==> src/core/ams_pkg.sv <==
package ams_pkg;

  // System clock and internal oscillator rates
  localparam int unsigned SYS_CLK_HZ = 40_000_000;
  localparam int unsigned OSC_HZ = 76_800;
  // Half period of the internal oscillator in system cycles, rounded down
  localparam int unsigned OSC_HALF_CYC = SYS_CLK_HZ / (2 * OSC_HZ);
  localparam logic [8:0] OSC_HALF_LAST = 9'(OSC_HALF_CYC - 1);
  localparam logic [8:0] OSC_CNT_ZERO = 9'h000;

  // Register indices; byte address is four times the index
  localparam logic [5:0] REG_STATUS_IDX = 6'h00;
  localparam logic [5:0] REG_CTRL_IDX = 6'h01;
  localparam logic [5:0] REG_RESULT_IDX = 6'h02;
  localparam logic [7:0] ADDR_STATUS = {REG_STATUS_IDX, 2'h0};
  localparam logic [7:0] ADDR_CTRL = {REG_CTRL_IDX, 2'h0};
  localparam logic [7:0] ADDR_RESULT = {REG_RESULT_IDX, 2'h0};

  // Control register field positions
  localparam int CTRL_CLK_LSB = 0;
  localparam int CTRL_MODE_LSB = 2;
  localparam int CTRL_RATIO_BIT = 6;

  // Reset values
  localparam logic [3:0] MODE_RESET = 4'h0;
  localparam logic [1:0] CLK_SEL_RESET = 2'h0;
  localparam logic RATIO_RESET = 1'b0;
  localparam logic [23:0] RESULT_RESET = 24'h000000;

  // Operating mode codes
  localparam logic [3:0] MODE_CONT = 4'h0;
  localparam logic [3:0] MODE_SINGLE = 4'h1;
  localparam logic [3:0] MODE_STANDBY = 4'h2;
  localparam logic [3:0] MODE_PDOWN = 4'h3;
  localparam logic [3:0] MODE_IDLE = 4'h4;
  localparam logic [3:0] MODE_CAL_INT_ZERO = 4'h5;
  localparam logic [3:0] MODE_CAL_INT_FULL = 4'h6;
  localparam logic [3:0] MODE_CAL_SYS_ZERO = 4'h7;
  localparam logic [3:0] MODE_CAL_SYS_FULL = 4'h8;
  localparam logic [3:0] MODE_DUTY = 4'h9;
  localparam logic [3:0] MODE_SYNC_IDLE = 4'ha;
  localparam logic [3:0] MODE_SYNC_LOW_POWER_HOLD = 4'hb;

  // Master clock select codes
  localparam logic [1:0] CLK_INT_OFF = 2'h0;
  localparam logic [1:0] CLK_INT_OUT = 2'h1;
  localparam logic [1:0] CLK_EXT_FULL = 2'h2;
  localparam logic [1:0] CLK_EXT_HALF = 2'h3;

  // Duty cycle standby multiples: standby = active * (2^shift - 1)
  localparam int RATIO_QUARTER_SHIFT = 2;
  localparam int RATIO_SIXTEENTH_SHIFT = 4;

  // Counter widths and limits
  localparam logic [19:0] MEAS_MAX = 20'hfffff;
  localparam logic [19:0] MEAS_ZERO = 20'h00000;
  localparam logic [23:0] REST_ZERO = 24'h000000;
  localparam logic [23:0] REST_ONE = 24'h000001;

  // AXI responses
  localparam logic [1:0] RESP_OKAY = 2'h0;
  localparam logic [1:0] RESP_SLVERR = 2'h2;

  // Sequencer states, Gray coded along idle, run, rest
  typedef enum logic [2:0] {
    ST_IDLE = 3'h0,
    ST_RUN = 3'h1,
    ST_REST = 3'h3,
    ST_CAL = 3'h2,
    ST_PDOWN = 3'h6,
    ST_LOW_POWER_HOLD = 3'h7
  } ams_state_type;

endpackage : ams_pkg

==> src/core/ams_sync.sv <==
`timescale 1ns/100ps
`default_nettype none

// Two-flop synchroniser for asynchronous pin inputs
module ams_sync #(
  parameter int WIDTH = 1
) (
  // Clock and reset
  input wire logic aclk,
  input wire logic aresetn,
  // Asynchronous input and synchronised output
  input wire logic [WIDTH-1:0] async_in,
  output logic [WIDTH-1:0] sync_out
);

  // First stage, read only by the second stage
  logic [WIDTH-1:0] meta_reg;

  // Both stages reset low so no false edge appears at release
  always_ff @(posedge aclk)
  begin
    if (!aresetn)
    begin
      meta_reg <= '0;
      sync_out <= '0;
    end
    else
    begin
      meta_reg <= async_in;
      sync_out <= meta_reg;
    end
  end

endmodule : ams_sync

`default_nettype wire

==> src/core/ams_sequencer.sv <==
// Our own choice: the AXI4-Lite interface to the registers.
`timescale 1ns/100ps
`default_nettype none

// What this block does
// - Power-down only from standby, else continuous
// - Idle holds filter, modulator in reset
// - Internal offset calibration, then idle
// - Internal gain calibration, then idle
// - System offset calibration, then idle
// - System gain calibration, then idle
// - Duty cycling alternates sequence and standby
// - Sync falling edge runs sequence, idle between
// - Sync falling edge runs sequence, standby between
// - Select 00: internal oscillator, pin undriven
// - Select 01: internal oscillator driven on pin
// - Select 10: pin clock used undivided
// - Select 11: pin clock divided by two
// - Latest result kept in 24-bit register
// - Ratio bit picks quarter or sixteenth active
// - Standby derived from measured conversion time
module ams_sequencer (
  // Clock and reset
  input wire logic aclk,
  input wire logic aresetn,
  // AXI4-Lite write address and data
  input wire logic [7:0] s_axi_awaddr,
  input wire logic s_axi_awvalid,
  output logic s_axi_awready,
  input wire logic [31:0] s_axi_wdata,
  input wire logic [3:0] s_axi_wstrb,
  input wire logic s_axi_wvalid,
  output logic s_axi_wready,
  // AXI4-Lite write response
  output logic [1:0] s_axi_bresp,
  output logic s_axi_bvalid,
  input wire logic s_axi_bready,
  // AXI4-Lite read
  input wire logic [7:0] s_axi_araddr,
  input wire logic s_axi_arvalid,
  output logic s_axi_arready,
  output logic [31:0] s_axi_rdata,
  output logic [1:0] s_axi_rresp,
  output logic s_axi_rvalid,
  input wire logic s_axi_rready,
  // Pins
  input wire logic sync_n,
  input wire logic clk_pin_in,
  output logic clk_pin_out,
  output logic clk_pin_oe,
  // Converter core handshake, same clock
  input wire logic conv_done,
  input wire logic [23:0] conv_data,
  input wire logic seq_done,
  input wire logic cal_done,
  // Control outputs to converter core
  output logic filter_hold,
  output logic conv_run,
  output logic low_power_hold,
  output logic power_down,
  output logic cal_active,
  output logic [1:0] cal_select,
  output logic mclk_tick,
  output logic mclk_ext
);

  // Software-visible control
  logic [3:0] mode_reg;
  logic [1:0] clk_sel_reg;
  logic ratio_reg;
  logic [23:0] result_reg;
  // Sequencer state and counters
  ams_pkg::ams_state_type state_reg;
  logic [19:0] meas_reg;
  logic [23:0] rest_reg;
  // Write channel holding registers
  logic aw_held_reg;
  logic [7:0] awaddr_reg;
  logic w_held_reg;
  logic [31:0] wdata_reg;
  logic [3:0] wstrb_reg;
  logic wr_do;
  logic wr_ctrl;
  // Pin synchronisers and edge detection
  logic [1:0] pins_sync;
  logic sync_d_reg;
  logic clkp_d_reg;
  logic sync_fall;
  logic clkp_rise;
  // Oscillator and divider
  logic [8:0] osc_cnt_reg;
  logic osc_level_reg;
  logic osc_rise;
  logic div_reg;
  logic tick_next;
  // Derived values
  logic [23:0] meas_ext;
  logic [23:0] rest_load;
  logic [3:0] wr_mode;
  logic [31:0] rd_data;
  logic rd_ok;

  // Both pins come from outside the clock domain
  ams_sync #(
    .WIDTH(2)
  ) u_pin_sync (
    .aclk(aclk),
    .aresetn(aresetn),
    .async_in({sync_n, clk_pin_in}),
    .sync_out(pins_sync)
  );

  // Edge detection runs on the synchronised copies only
  always_ff @(posedge aclk)
  begin
    if (!aresetn)
    begin
      sync_d_reg <= 1'b0;
      clkp_d_reg <= 1'b0;
    end
    else
    begin
      sync_d_reg <= pins_sync[1];
      clkp_d_reg <= pins_sync[0];
    end
  end

  assign sync_fall = sync_d_reg & ~pins_sync[1];
  assign clkp_rise = ~clkp_d_reg & pins_sync[0];

  // Internal 76.8 kHz oscillator built from the system clock
  always_ff @(posedge aclk)
  begin
    if (!aresetn)
    begin
      osc_cnt_reg <= ams_pkg::OSC_CNT_ZERO;
      osc_level_reg <= 1'b0;
    end
    else if (osc_cnt_reg == ams_pkg::OSC_HALF_LAST)
    begin
      osc_cnt_reg <= ams_pkg::OSC_CNT_ZERO;
      osc_level_reg <= ~osc_level_reg;
    end
    else
    begin
      osc_cnt_reg <= osc_cnt_reg + 9'h001;
    end
  end

  assign osc_rise = (osc_cnt_reg == ams_pkg::OSC_HALF_LAST) && !osc_level_reg;

  // Master clock source selection; tick marks each master clock rising edge
  always_comb
  begin
    tick_next = 1'b0;
    unique case (clk_sel_reg)
      ams_pkg::CLK_INT_OFF: tick_next = osc_rise;
      ams_pkg::CLK_INT_OUT: tick_next = osc_rise;
      ams_pkg::CLK_EXT_FULL: tick_next = clkp_rise;
      ams_pkg::CLK_EXT_HALF: tick_next = clkp_rise & div_reg;
    endcase
  end

  // Divide-by-two flop counts pin rising edges
  always_ff @(posedge aclk)
  begin
    if (!aresetn)
      div_reg <= 1'b0;
    else if (clk_sel_reg != ams_pkg::CLK_EXT_HALF)
      div_reg <= 1'b0;
    else if (clkp_rise)
      div_reg <= ~div_reg;
  end

  // Clock pin drive and master tick outputs
  always_ff @(posedge aclk)
  begin
    if (!aresetn)
    begin
      mclk_tick <= 1'b0;
      clk_pin_out <= 1'b0;
      clk_pin_oe <= 1'b0;
      mclk_ext <= 1'b0;
    end
    else
    begin
      mclk_tick <= tick_next;
      clk_pin_out <= osc_level_reg;
      // Pin is driven only when the internal clock is offered outside
      clk_pin_oe <= (clk_sel_reg == ams_pkg::CLK_INT_OUT);
      mclk_ext <= clk_sel_reg[1];
    end
  end

  // Write address channel
  always_ff @(posedge aclk)
  begin
    if (!aresetn)
    begin
      s_axi_awready <= 1'b0;
      aw_held_reg <= 1'b0;
      awaddr_reg <= 8'h00;
    end
    else if (s_axi_awvalid && s_axi_awready)
    begin
      s_axi_awready <= 1'b0;
      aw_held_reg <= 1'b1;
      awaddr_reg <= s_axi_awaddr;
    end
    else if (wr_do)
      aw_held_reg <= 1'b0;
    else if (!aw_held_reg && !s_axi_bvalid)
      s_axi_awready <= 1'b1;
  end

  // Write data channel
  always_ff @(posedge aclk)
  begin
    if (!aresetn)
    begin
      s_axi_wready <= 1'b0;
      w_held_reg <= 1'b0;
      wdata_reg <= 32'h00000000;
      wstrb_reg <= 4'h0;
    end
    else if (s_axi_wvalid && s_axi_wready)
    begin
      s_axi_wready <= 1'b0;
      w_held_reg <= 1'b1;
      wdata_reg <= s_axi_wdata;
      wstrb_reg <= s_axi_wstrb;
    end
    else if (wr_do)
      w_held_reg <= 1'b0;
    else if (!w_held_reg && !s_axi_bvalid)
      s_axi_wready <= 1'b1;
  end

  // Write commits once address and data are both held
  assign wr_do = aw_held_reg && w_held_reg && !s_axi_bvalid;
  assign wr_ctrl = wr_do && (awaddr_reg == ams_pkg::ADDR_CTRL) && wstrb_reg[0];
  assign wr_mode = wdata_reg[ams_pkg::CTRL_MODE_LSB +: 4];

  // Write response; the read-only result ignores writes without error
  always_ff @(posedge aclk)
  begin
    if (!aresetn)
    begin
      s_axi_bvalid <= 1'b0;
      s_axi_bresp <= ams_pkg::RESP_OKAY;
    end
    else if (wr_do)
    begin
      s_axi_bvalid <= 1'b1;
      if ((awaddr_reg == ams_pkg::ADDR_CTRL) || (awaddr_reg == ams_pkg::ADDR_RESULT)
          || (awaddr_reg == ams_pkg::ADDR_STATUS))
        s_axi_bresp <= ams_pkg::RESP_OKAY;
      else
        s_axi_bresp <= ams_pkg::RESP_SLVERR;
    end
    else if (s_axi_bvalid && s_axi_bready)
      s_axi_bvalid <= 1'b0;
  end

  // Read decode
  always_comb
  begin
    rd_data = 32'h00000000;
    rd_ok = 1'b1;
    unique case (s_axi_araddr)
      ams_pkg::ADDR_STATUS: rd_data = {24'h000000, cal_active, conv_run, filter_hold,
                                       power_down, low_power_hold, state_reg};
      ams_pkg::ADDR_CTRL: rd_data = {25'h0000000, ratio_reg, mode_reg, clk_sel_reg};
      ams_pkg::ADDR_RESULT: rd_data = {8'h00, result_reg};
      default: rd_ok = 1'b0;
    endcase
  end

  // Read channel, one read at a time
  always_ff @(posedge aclk)
  begin
    if (!aresetn)
    begin
      s_axi_arready <= 1'b0;
      s_axi_rvalid <= 1'b0;
      s_axi_rdata <= 32'h00000000;
      s_axi_rresp <= ams_pkg::RESP_OKAY;
    end
    else if (s_axi_arvalid && s_axi_arready)
    begin
      s_axi_arready <= 1'b0;
      s_axi_rvalid <= 1'b1;
      s_axi_rdata <= rd_data;
      s_axi_rresp <= rd_ok ? ams_pkg::RESP_OKAY : ams_pkg::RESP_SLVERR;
    end
    else if (s_axi_rvalid && s_axi_rready)
      s_axi_rvalid <= 1'b0;
    else if (!s_axi_rvalid)
      s_axi_arready <= 1'b1;
  end

  // Clock select and ratio bit
  always_ff @(posedge aclk)
  begin
    if (!aresetn)
    begin
      clk_sel_reg <= ams_pkg::CLK_SEL_RESET;
      ratio_reg <= ams_pkg::RATIO_RESET;
    end
    else if (wr_ctrl)
    begin
      clk_sel_reg <= wdata_reg[ams_pkg::CTRL_CLK_LSB +: 2];
      ratio_reg <= wdata_reg[ams_pkg::CTRL_RATIO_BIT];
    end
  end

  // Latest conversion result overwrites the previous one
  always_ff @(posedge aclk)
  begin
    if (!aresetn)
      result_reg <= ams_pkg::RESULT_RESET;
    else if (conv_done)
      result_reg <= conv_data;
  end

  // Standby length is a multiple of the measured active time
  assign meas_ext = {4'h0, meas_reg};
  assign rest_load = ratio_reg ? ((meas_ext << ams_pkg::RATIO_SIXTEENTH_SHIFT) - meas_ext)
                               : ((meas_ext << ams_pkg::RATIO_QUARTER_SHIFT) - meas_ext);

  // Mode sequencer; a mode write always takes priority over core events
  always_ff @(posedge aclk)
  begin
    if (!aresetn)
    begin
      mode_reg <= ams_pkg::MODE_RESET;
      state_reg <= ams_pkg::ST_RUN;
    end
    else if (wr_ctrl)
    begin
      mode_reg <= wr_mode;
      unique case (wr_mode)
        ams_pkg::MODE_CONT, ams_pkg::MODE_SINGLE, ams_pkg::MODE_DUTY: state_reg <= ams_pkg::ST_RUN;
        ams_pkg::MODE_STANDBY: state_reg <= ams_pkg::ST_LOW_POWER_HOLD;
        ams_pkg::MODE_PDOWN:
        begin
          // Guard against an accidental drop into power-down
          if (state_reg == ams_pkg::ST_LOW_POWER_HOLD)
            state_reg <= ams_pkg::ST_PDOWN;
          else
          begin
            state_reg <= ams_pkg::ST_RUN;
            mode_reg <= ams_pkg::MODE_CONT;
          end
        end
        ams_pkg::MODE_IDLE: state_reg <= ams_pkg::ST_IDLE;
        ams_pkg::MODE_CAL_INT_ZERO, ams_pkg::MODE_CAL_INT_FULL,
        ams_pkg::MODE_CAL_SYS_ZERO, ams_pkg::MODE_CAL_SYS_FULL: state_reg <= ams_pkg::ST_CAL;
        ams_pkg::MODE_SYNC_IDLE, ams_pkg::MODE_SYNC_LOW_POWER_HOLD: state_reg <= ams_pkg::ST_REST;
        // Reserved codes park the converter in idle
        default: state_reg <= ams_pkg::ST_IDLE;
      endcase
    end
    else
    begin
      unique case (state_reg)
        ams_pkg::ST_CAL:
        begin
          if (cal_done)
          begin
            state_reg <= ams_pkg::ST_IDLE;
            mode_reg <= ams_pkg::MODE_IDLE;
          end
        end
        ams_pkg::ST_RUN:
        begin
          if (seq_done && (mode_reg == ams_pkg::MODE_SINGLE))
            state_reg <= ams_pkg::ST_IDLE;
          else if (seq_done && ((mode_reg == ams_pkg::MODE_DUTY) || (mode_reg == ams_pkg::MODE_SYNC_IDLE)
                   || (mode_reg == ams_pkg::MODE_SYNC_LOW_POWER_HOLD)))
            state_reg <= ams_pkg::ST_REST;
        end
        ams_pkg::ST_REST:
        begin
          if ((mode_reg == ams_pkg::MODE_DUTY) && (rest_reg == ams_pkg::REST_ZERO))
            state_reg <= ams_pkg::ST_RUN;
          else if ((mode_reg != ams_pkg::MODE_DUTY) && sync_fall)
            state_reg <= ams_pkg::ST_RUN;
        end
        default: state_reg <= state_reg;
      endcase
    end
  end

  // Active-time measurement and standby countdown in master clock ticks
  always_ff @(posedge aclk)
  begin
    if (!aresetn)
    begin
      meas_reg <= ams_pkg::MEAS_ZERO;
      rest_reg <= ams_pkg::REST_ZERO;
    end
    else if (state_reg == ams_pkg::ST_RUN)
    begin
      if (seq_done)
        rest_reg <= rest_load;
      else if (tick_next && (meas_reg != ams_pkg::MEAS_MAX))
        meas_reg <= meas_reg + 20'h00001;
    end
    else if (state_reg == ams_pkg::ST_REST)
    begin
      meas_reg <= ams_pkg::MEAS_ZERO;
      if (tick_next && (rest_reg != ams_pkg::REST_ZERO))
        rest_reg <= rest_reg - ams_pkg::REST_ONE;
    end
    else
      meas_reg <= ams_pkg::MEAS_ZERO;
  end

  // Core control outputs follow the state one cycle later
  always_ff @(posedge aclk)
  begin
    if (!aresetn)
    begin
      filter_hold <= 1'b1;
      conv_run <= 1'b0;
      low_power_hold <= 1'b0;
      power_down <= 1'b0;
      cal_active <= 1'b0;
      cal_select <= 2'h0;
    end
    else
    begin
      // Idle only resets filter and modulator; configuration is untouched
      filter_hold <= (state_reg != ams_pkg::ST_RUN) && (state_reg != ams_pkg::ST_CAL);
      conv_run <= (state_reg == ams_pkg::ST_RUN);
      low_power_hold <= (state_reg == ams_pkg::ST_LOW_POWER_HOLD)
                        || ((state_reg == ams_pkg::ST_REST) && (mode_reg != ams_pkg::MODE_SYNC_IDLE));
      power_down <= (state_reg == ams_pkg::ST_PDOWN);
      cal_active <= (state_reg == ams_pkg::ST_CAL);
      cal_select <= 2'(mode_reg - ams_pkg::MODE_CAL_INT_ZERO);
    end
  end

endmodule : ams_sequencer

`default_nettype wire

==> config.mk <==
export PLATFORM = sky130hd
export DESIGN_NAME = ams_sequencer
export DESIGN_NICKNAME = d
export VERILOG_FILES = /design/src/core/ams_pkg.sv /design/src/core/ams_sync.sv /design/src/core/ams_sequencer.sv
export SDC_FILE = /design/constraint.sdc
export NUM_CORES = 1
export LEC_CHECK = 0
export ABC_AREA = 1
export BUFFER_PORTS_ARGS = -buffer_cell sky130_fd_sc_hd__buf_2
export CORE_MARGIN = 2
export CORE_UTILIZATION = 45
export CTS_CLUSTER_SIZE = 10
export DETAILED_ROUTE_END_ITERATION = 8
export PLACE_DENSITY_LB_ADDON = 0.05
export SKIP_LAST_GASP = 1
export SLEW_MARGIN = 10
export SYNTH_ARGS = -nofsm -noshare
export SYNTH_HDL_FRONTEND = slang
export SYNTH_SLANG_ARGS = --single-unit
==> constraint.sdc <==
create_clock -name aclk -period 2 [get_ports aclk]
set_input_delay 0.4 -clock aclk [delete_from_list [all_inputs] [get_ports aclk]]
set_output_delay 0.4 -clock aclk [all_outputs]
set_load 0.02 [all_outputs]
==> results of run 1 <==
==> logic make-up after synthesis <==
family | synth area share [%]
other | 0.0376
XOR/XNOR | 2.02
adder cells (fa/ha/maj) | 5.27
AO/OA/AOI/OAI | 16.6
flip-flops | 31.1
AND/OR/NAND/NOR | 34.5
buffers and inverters | 10.5
==> worst min-delay path, delay by kind of cell <==
kind | cells | cell delay (ns)
simple gates | 1 | 0.04
buf+inv | 2 | 0.11
==> through the flow <==
step	setup TNS (ns)	setup WS [ns]	power [mW]	instance area, um^2
after floorplan	0	0.00724	5.92	10000
after global placement	-1.40	-0.159	6.85	11800
after detailed placement	-1.74	-0.181	6.88	11800
after CTS	-0.00733	-0.00696	10.2	12900
after global routing	-1.21	-0.107	11.1	13800
final	-0.0344	-0.0209	10.5	13800
==> path summary, 6_finish.rpt <==
kind	slack [ns]	from	depth (start not counted)	to
max	-0.02	meas_reg[4]$_SDFFE_PN0P_	12	rest_reg[5]$_SDFFE_PN0P_
max reg2reg	-0.02	meas_reg[4]$_SDFFE_PN0P_	12	rest_reg[5]$_SDFFE_PN0P_
min reg2reg	0.41	u_pin_sync.meta_reg[0]$_SDFF_PN0_	2	u_pin_sync.sync_out[0]$_SDFF_PN0_
min	0.16	clk_pin_in	3	u_pin_sync.meta_reg[0]$_SDFF_PN0_
==> cell type report <==
class | count | area (um^2)
Fill cell | 2026 | 7920
Multi-Input combinational cell | 1193 | 7020
Sequential cell | 155 | 3130
Timing Repair Buffer | 277 | 1930
Inverter | 208 | 792
Clock buffer | 18 | 429
Tap cell | 280 | 350
Clock inverter | 14 | 169
==> routing by layer <==
layer	part of all wire [%]	wire length, um	vias to the layer above
met2	46	15100	324
li1	-	-	5670
met4	3.1	1020	0
met1	46	15100	5096
met5	0	0	-
met3	5.8	1920	64
==> synthesized netlist by cell type (13+ instances only) <==
cell and instances:
nor2_1 213, inv_1 194, nand3b_1 13, xor2_1 18
nor3_1 22, ha_1 42, nand2_1 408, nand3_1 98
a21oi_1 139, clkbuf_1 30, o21ai_0 117, dfxtp_1 155
nand4_1 21
==> power breakdown <==
group	internal [mW]	switching (mW)	total (mW)
combinational	1.31	2.26	3.57
sequential	3.36	0.234	3.59
clock	1.79	1.52	3.32
==> what timing repair did <==
item | 4_1_cts | 5_1_grt
gates resized for setup | 95 | 228
endpoints found under the setup margin | 21 | 36
cloned | 0 | 2
pin swaps | 5 | 83
buffers inserted | 0 | 17
==> results.cfg, run 1 <==
[yosys]
yosysTopAreaCell = dfxtp_1
ys_seq_elements = 155
synth_edf_count = 0
synthCells = 1601
netlist_area_um2 = 9960
synth_area_leaders = dfxtp_1, nand2_1, nor2_1
ys_warn_count = 0
synth.avg_cell_area_um2 = 6.22
synthArstFlopShare_pct = 0
ys_types = 52
dominantRegCellSynth = dfxtp_1
synth_top_area_share_pct = 31.1
seq_area_frac_synth_pct = 31.1

[drt]
viasPerCell = 5.20
wl_per_cell_um = 15.5
first_iter_violations = 769
antenna_left = 0
drtPass1Iterations = 5
wl_mm = 33.1
vias = 11200
drc_errors = 0

[floorplanning]
io_pins = 140
rows = 54
die_x_um = 153
dieHeight_um = 153
initial_utilization_pct = 45.8
dieArea_um2 = 23300
core_um2 = 21800

[worst_setup_path]
crit_fanout = 4
path_class = reg2reg
cp-end-kind = register
cp.arrival_ns = 2.30
crit_family = simple AND/OR/NAND/NOR gates
max_stage_delay_ns = 0.38
crit_chain = clkinvlp_4, ha_4, nand2_8, nor2_4, inv_1, o21ai_1, buf_4, a21oi_2, o21ai_1, nand3_1, nand3_1, a21oi_1
crit_slowest_cell = dfxtp_4
cp.buffers_inverters = 3
start_kind = register
required_ns = 2.28

[timing]
drv_slew = 0
setup_viol = 2
rsz0062_at_grt = yes
finalWorstSetupSlack_ns = -0.0209
fmax_mhz = 495
period_minus_slack_ns = 2.02
period_share_pct = 101
hold_viol = 0
hold_ws_ns = 0.162
clock_skew_ns = 0.0241

[min_path]
hold_path.class = in2reg

[layout]
final_cells = 2145
antenna_cells = 0
drive_above_1_share_pct = 32.5
mostFrequentLayoutCells = nand2_1, nor2_1, buf_4, inv_1, dfxtp_1
final_common_cell = nand2_1
areaGrowthSynthToFinish_pct = 38.8
final_util_pct = 63.6
nNetsFinal = 1982

[power]
ir_drop_mv = 0.589
p_per_area_nw_per_um2 = 758
p_leak_nw = 6.66

[global_route]
grt-ovfl-total = 0
grt_use_met1_pct = 36.1
grt_usage_pct = 27.4
grt_busiest_layer = met2
use_met2_pct = 44.5
grt_first_pass_wirelength_mm = 52.4
grtUsageMet3_pct = 5.15
grt_max_degree = 67
grt_pass1_vias = 10500
antenna_found_initial = 0

[clock_network]
worst_skew_pair.late_latency_ns = 0.44
root_buffer = clkbuf_16
clock_path_buffers = 2
numCtsBuffers = 17
htreeDepth = 4
cts_tree = built
cts_sinks = 155
cts_hold_buffers = 0
path_clk_slew_ns = 0.08

[placed_design]
io_buffers = 101
numPlacedInstances = 2094
dpl.hpwl_mm = 24.7
gp_congestion = 0.977

[run_status]
violations = setup timing
outcome = finished with violations

[job]
maxCapViolations = 0
Power figures use the tool's default switching activity.
==> inputs of run 2 (changes only) <==
Settings changed: CORE_UTILIZATION 45 to 53.
==> results.cfg, run 2 (same netlist as run 1, synthesis figures left out) <==
[timing]
totalNegativeSetupSlack_ns = -0.109
clock_skew_ns = 0.0102
rsz0062_at_grt = yes
setup_viol = 4
period_minus_slack_ns = 2.08
hold_ws_ns = 0.147
worst_pin_slew_ns = 0.583
drv_slew = 0
finalWorstSetupSlack_ns = -0.0782
period_share_pct = 104
slew-limit-headroom_pct = 61.1
hold_viol = 0
fmax_mhz = 481

[global_route]
grt-ovfl-total = 0
grt_usage_pct = 32.9
antenna_found_initial = 0
grt_max_degree = 47
grt_pass1_vias = 10300
grt_first_pass_wirelength_mm = 52.1

[clock_network]
cts_tree = built
worst_skew_pair.late_latency_ns = 0.43
clock_path_buffers = 2
numCtsBuffers = 17
cts_sinks = 155
htreeDepth = 4
path_clk_slew_ns = 0.08
cts_hold_buffers = 0
root_buffer = clkbuf_16

[floorplanning]
dieHeight_um = 141
core_um2 = 18600
die_x_um = 141
io_pins = 140
rows = 50
initial_utilization_pct = 53.6
dieArea_um2 = 19900

[placed_design]
io_buffers = 101
dpl.hpwl_mm = 24.7
place_ws_ns = -0.184
dpl-instance-area_um2 = 11800
gp_congestion = 0.977

[drt]
antenna_left = 0
drtPass1Iterations = 5
wl_mm = 33.5
viasPerCell = 5.41
wl_per_cell_um = 16.0
first_iter_violations = 949
vias = 11300
drc_errors = 0

[worst_setup_path]
r2r_cells = 14
start_kind = register
path_class = reg2reg
cp-end-kind = register
crit_chain = buf_4, ha_1, buf_4, nand2_1, inv_1, nand2_1, nor2_2, nand2_1, nand3_1, nand2_1, nand3_2, nand2_2, nand2_1, a21oi_1
crit_fanout = 4
crit_slowest_cell = dfxtp_4
max_stage_delay_ns = 0.38
path_common_cell = nand2_1
cp.arrival_ns = 2.38
required_ns = 2.30

[job]
maxCapViolations = 0

[power]
ir_drop_mv = 0.575
p_leak_nw = 6.64
p_per_area_nw_per_um2 = 769
total_power_mw = 10.5

[layout]
nNetsFinal = 1976
areaGrowthSynthToFinish_pct = 37.4
final_common_cell = nand2_1
drive_above_1_share_pct = 31.3
postLayoutCellArea_um2 = 13700
n_fill_cell = 1540
mostFrequentLayoutCells = nand2_1, nor2_1, inv_1, buf_4, dfxtp_1
antenna_cells = 0

[run_status]
violations = setup timing
outcome = finished with violations

[min_path]
hold_path_depth = 3
hold_path.class = in2reg
run 2: changes by cell type in the layout (fill, tap and decap cells not counted), sizes merged:
cell      previous run  this run
buf                275       270
inv                214       213
clkbuf              20        18
clkinv               6         8
clkinvlp             1         2
bufinv               1         0
run 2: metal layers:
| metal | share of wire, % | track usage (%) | vias up |
|---|---|---|---|
| met2 | 43 | 49.1 | 452 |
| met4 | 2.7 | 11.1 | 0 |
| met3 | 9.0 | 7.24 | 57 |
| li1 | - | - | 5685 |
| met1 | 45 | 47.0 | 5121 |
| met5 | 0 | 0 | - |
run 2: what timing repair did:
| item | CTS | global route |
|---|---|---|
| hold endpoints to repair | 0 | 0 |
| gates resized for setup | 98 | 212 |
| buffers inserted | 3 | 7 |
| pin swaps | 9 | 71 |
| cloned | 0 | 1 |
| setup endpoints to repair | 34 | 43 |
run 2: worst paths after layout:
check | startpoint | endpoint | slack (ns)
hold reg to reg | u_pin_sync.meta_reg[1]$_SDFF_PN0_ | u_pin_sync.sync_out[1]$_SDFF_PN0_ | 0.42
hold / removal | clk_pin_in | u_pin_sync.meta_reg[0]$_SDFF_PN0_ | 0.15
setup reg to reg | meas_reg[15]$_SDFFE_PN0P_ | rest_reg[22]$_SDFFE_PN0P_ | -0.08
setup / recovery | meas_reg[15]$_SDFFE_PN0P_ | rest_reg[22]$_SDFFE_PN0P_ | -0.08
run 2: metrics by stage:
| step | utilization (%) | instances |
|---|---|---|
| floorplan | - | 1610 |
| detailed placement | 63.3 | 2050 |
| global placement | 63.3 | 2050 |
| finish | 73.7 | 2093 |
| global route | 73.7 | 2093 |
| CTS | 69.4 | 2085 |
run 2: where the power goes:
part	internal (mW)	leakage (nW)	switching (mW)
Combinational	1.29	5.06	2.26
Sequential	3.36	1.28	0.248
Clock	1.73	0.304	1.63
Total	6.39	6.64	4.14
run 2: cell type report:
class	instances	area, um^2	share of cell area (%)
clock buffers	17	425	3.11
clock inverters	15	206	1.51
inverters	208	798	5.83
multi-input cells	1193	6940	50.7
flip-flops and latches	155	3130	22.9
well taps	234	293	2.14
repair buffers	271	1890	13.8
run 2: worst max-delay path, delay by kind of cell (launching register included):
| kind | cells | cell delay (ns) |
|---|---|---|
| AND/OR/NAND/NOR | 9 | 0.83 |
| buffers and inverters | 3 | 0.40 |
| flip-flops | 1 | 0.38 |
| adder cells (fa/ha/maj) | 1 | 0.29 |
| AO/OA/AOI/OAI | 1 | 0.06 |
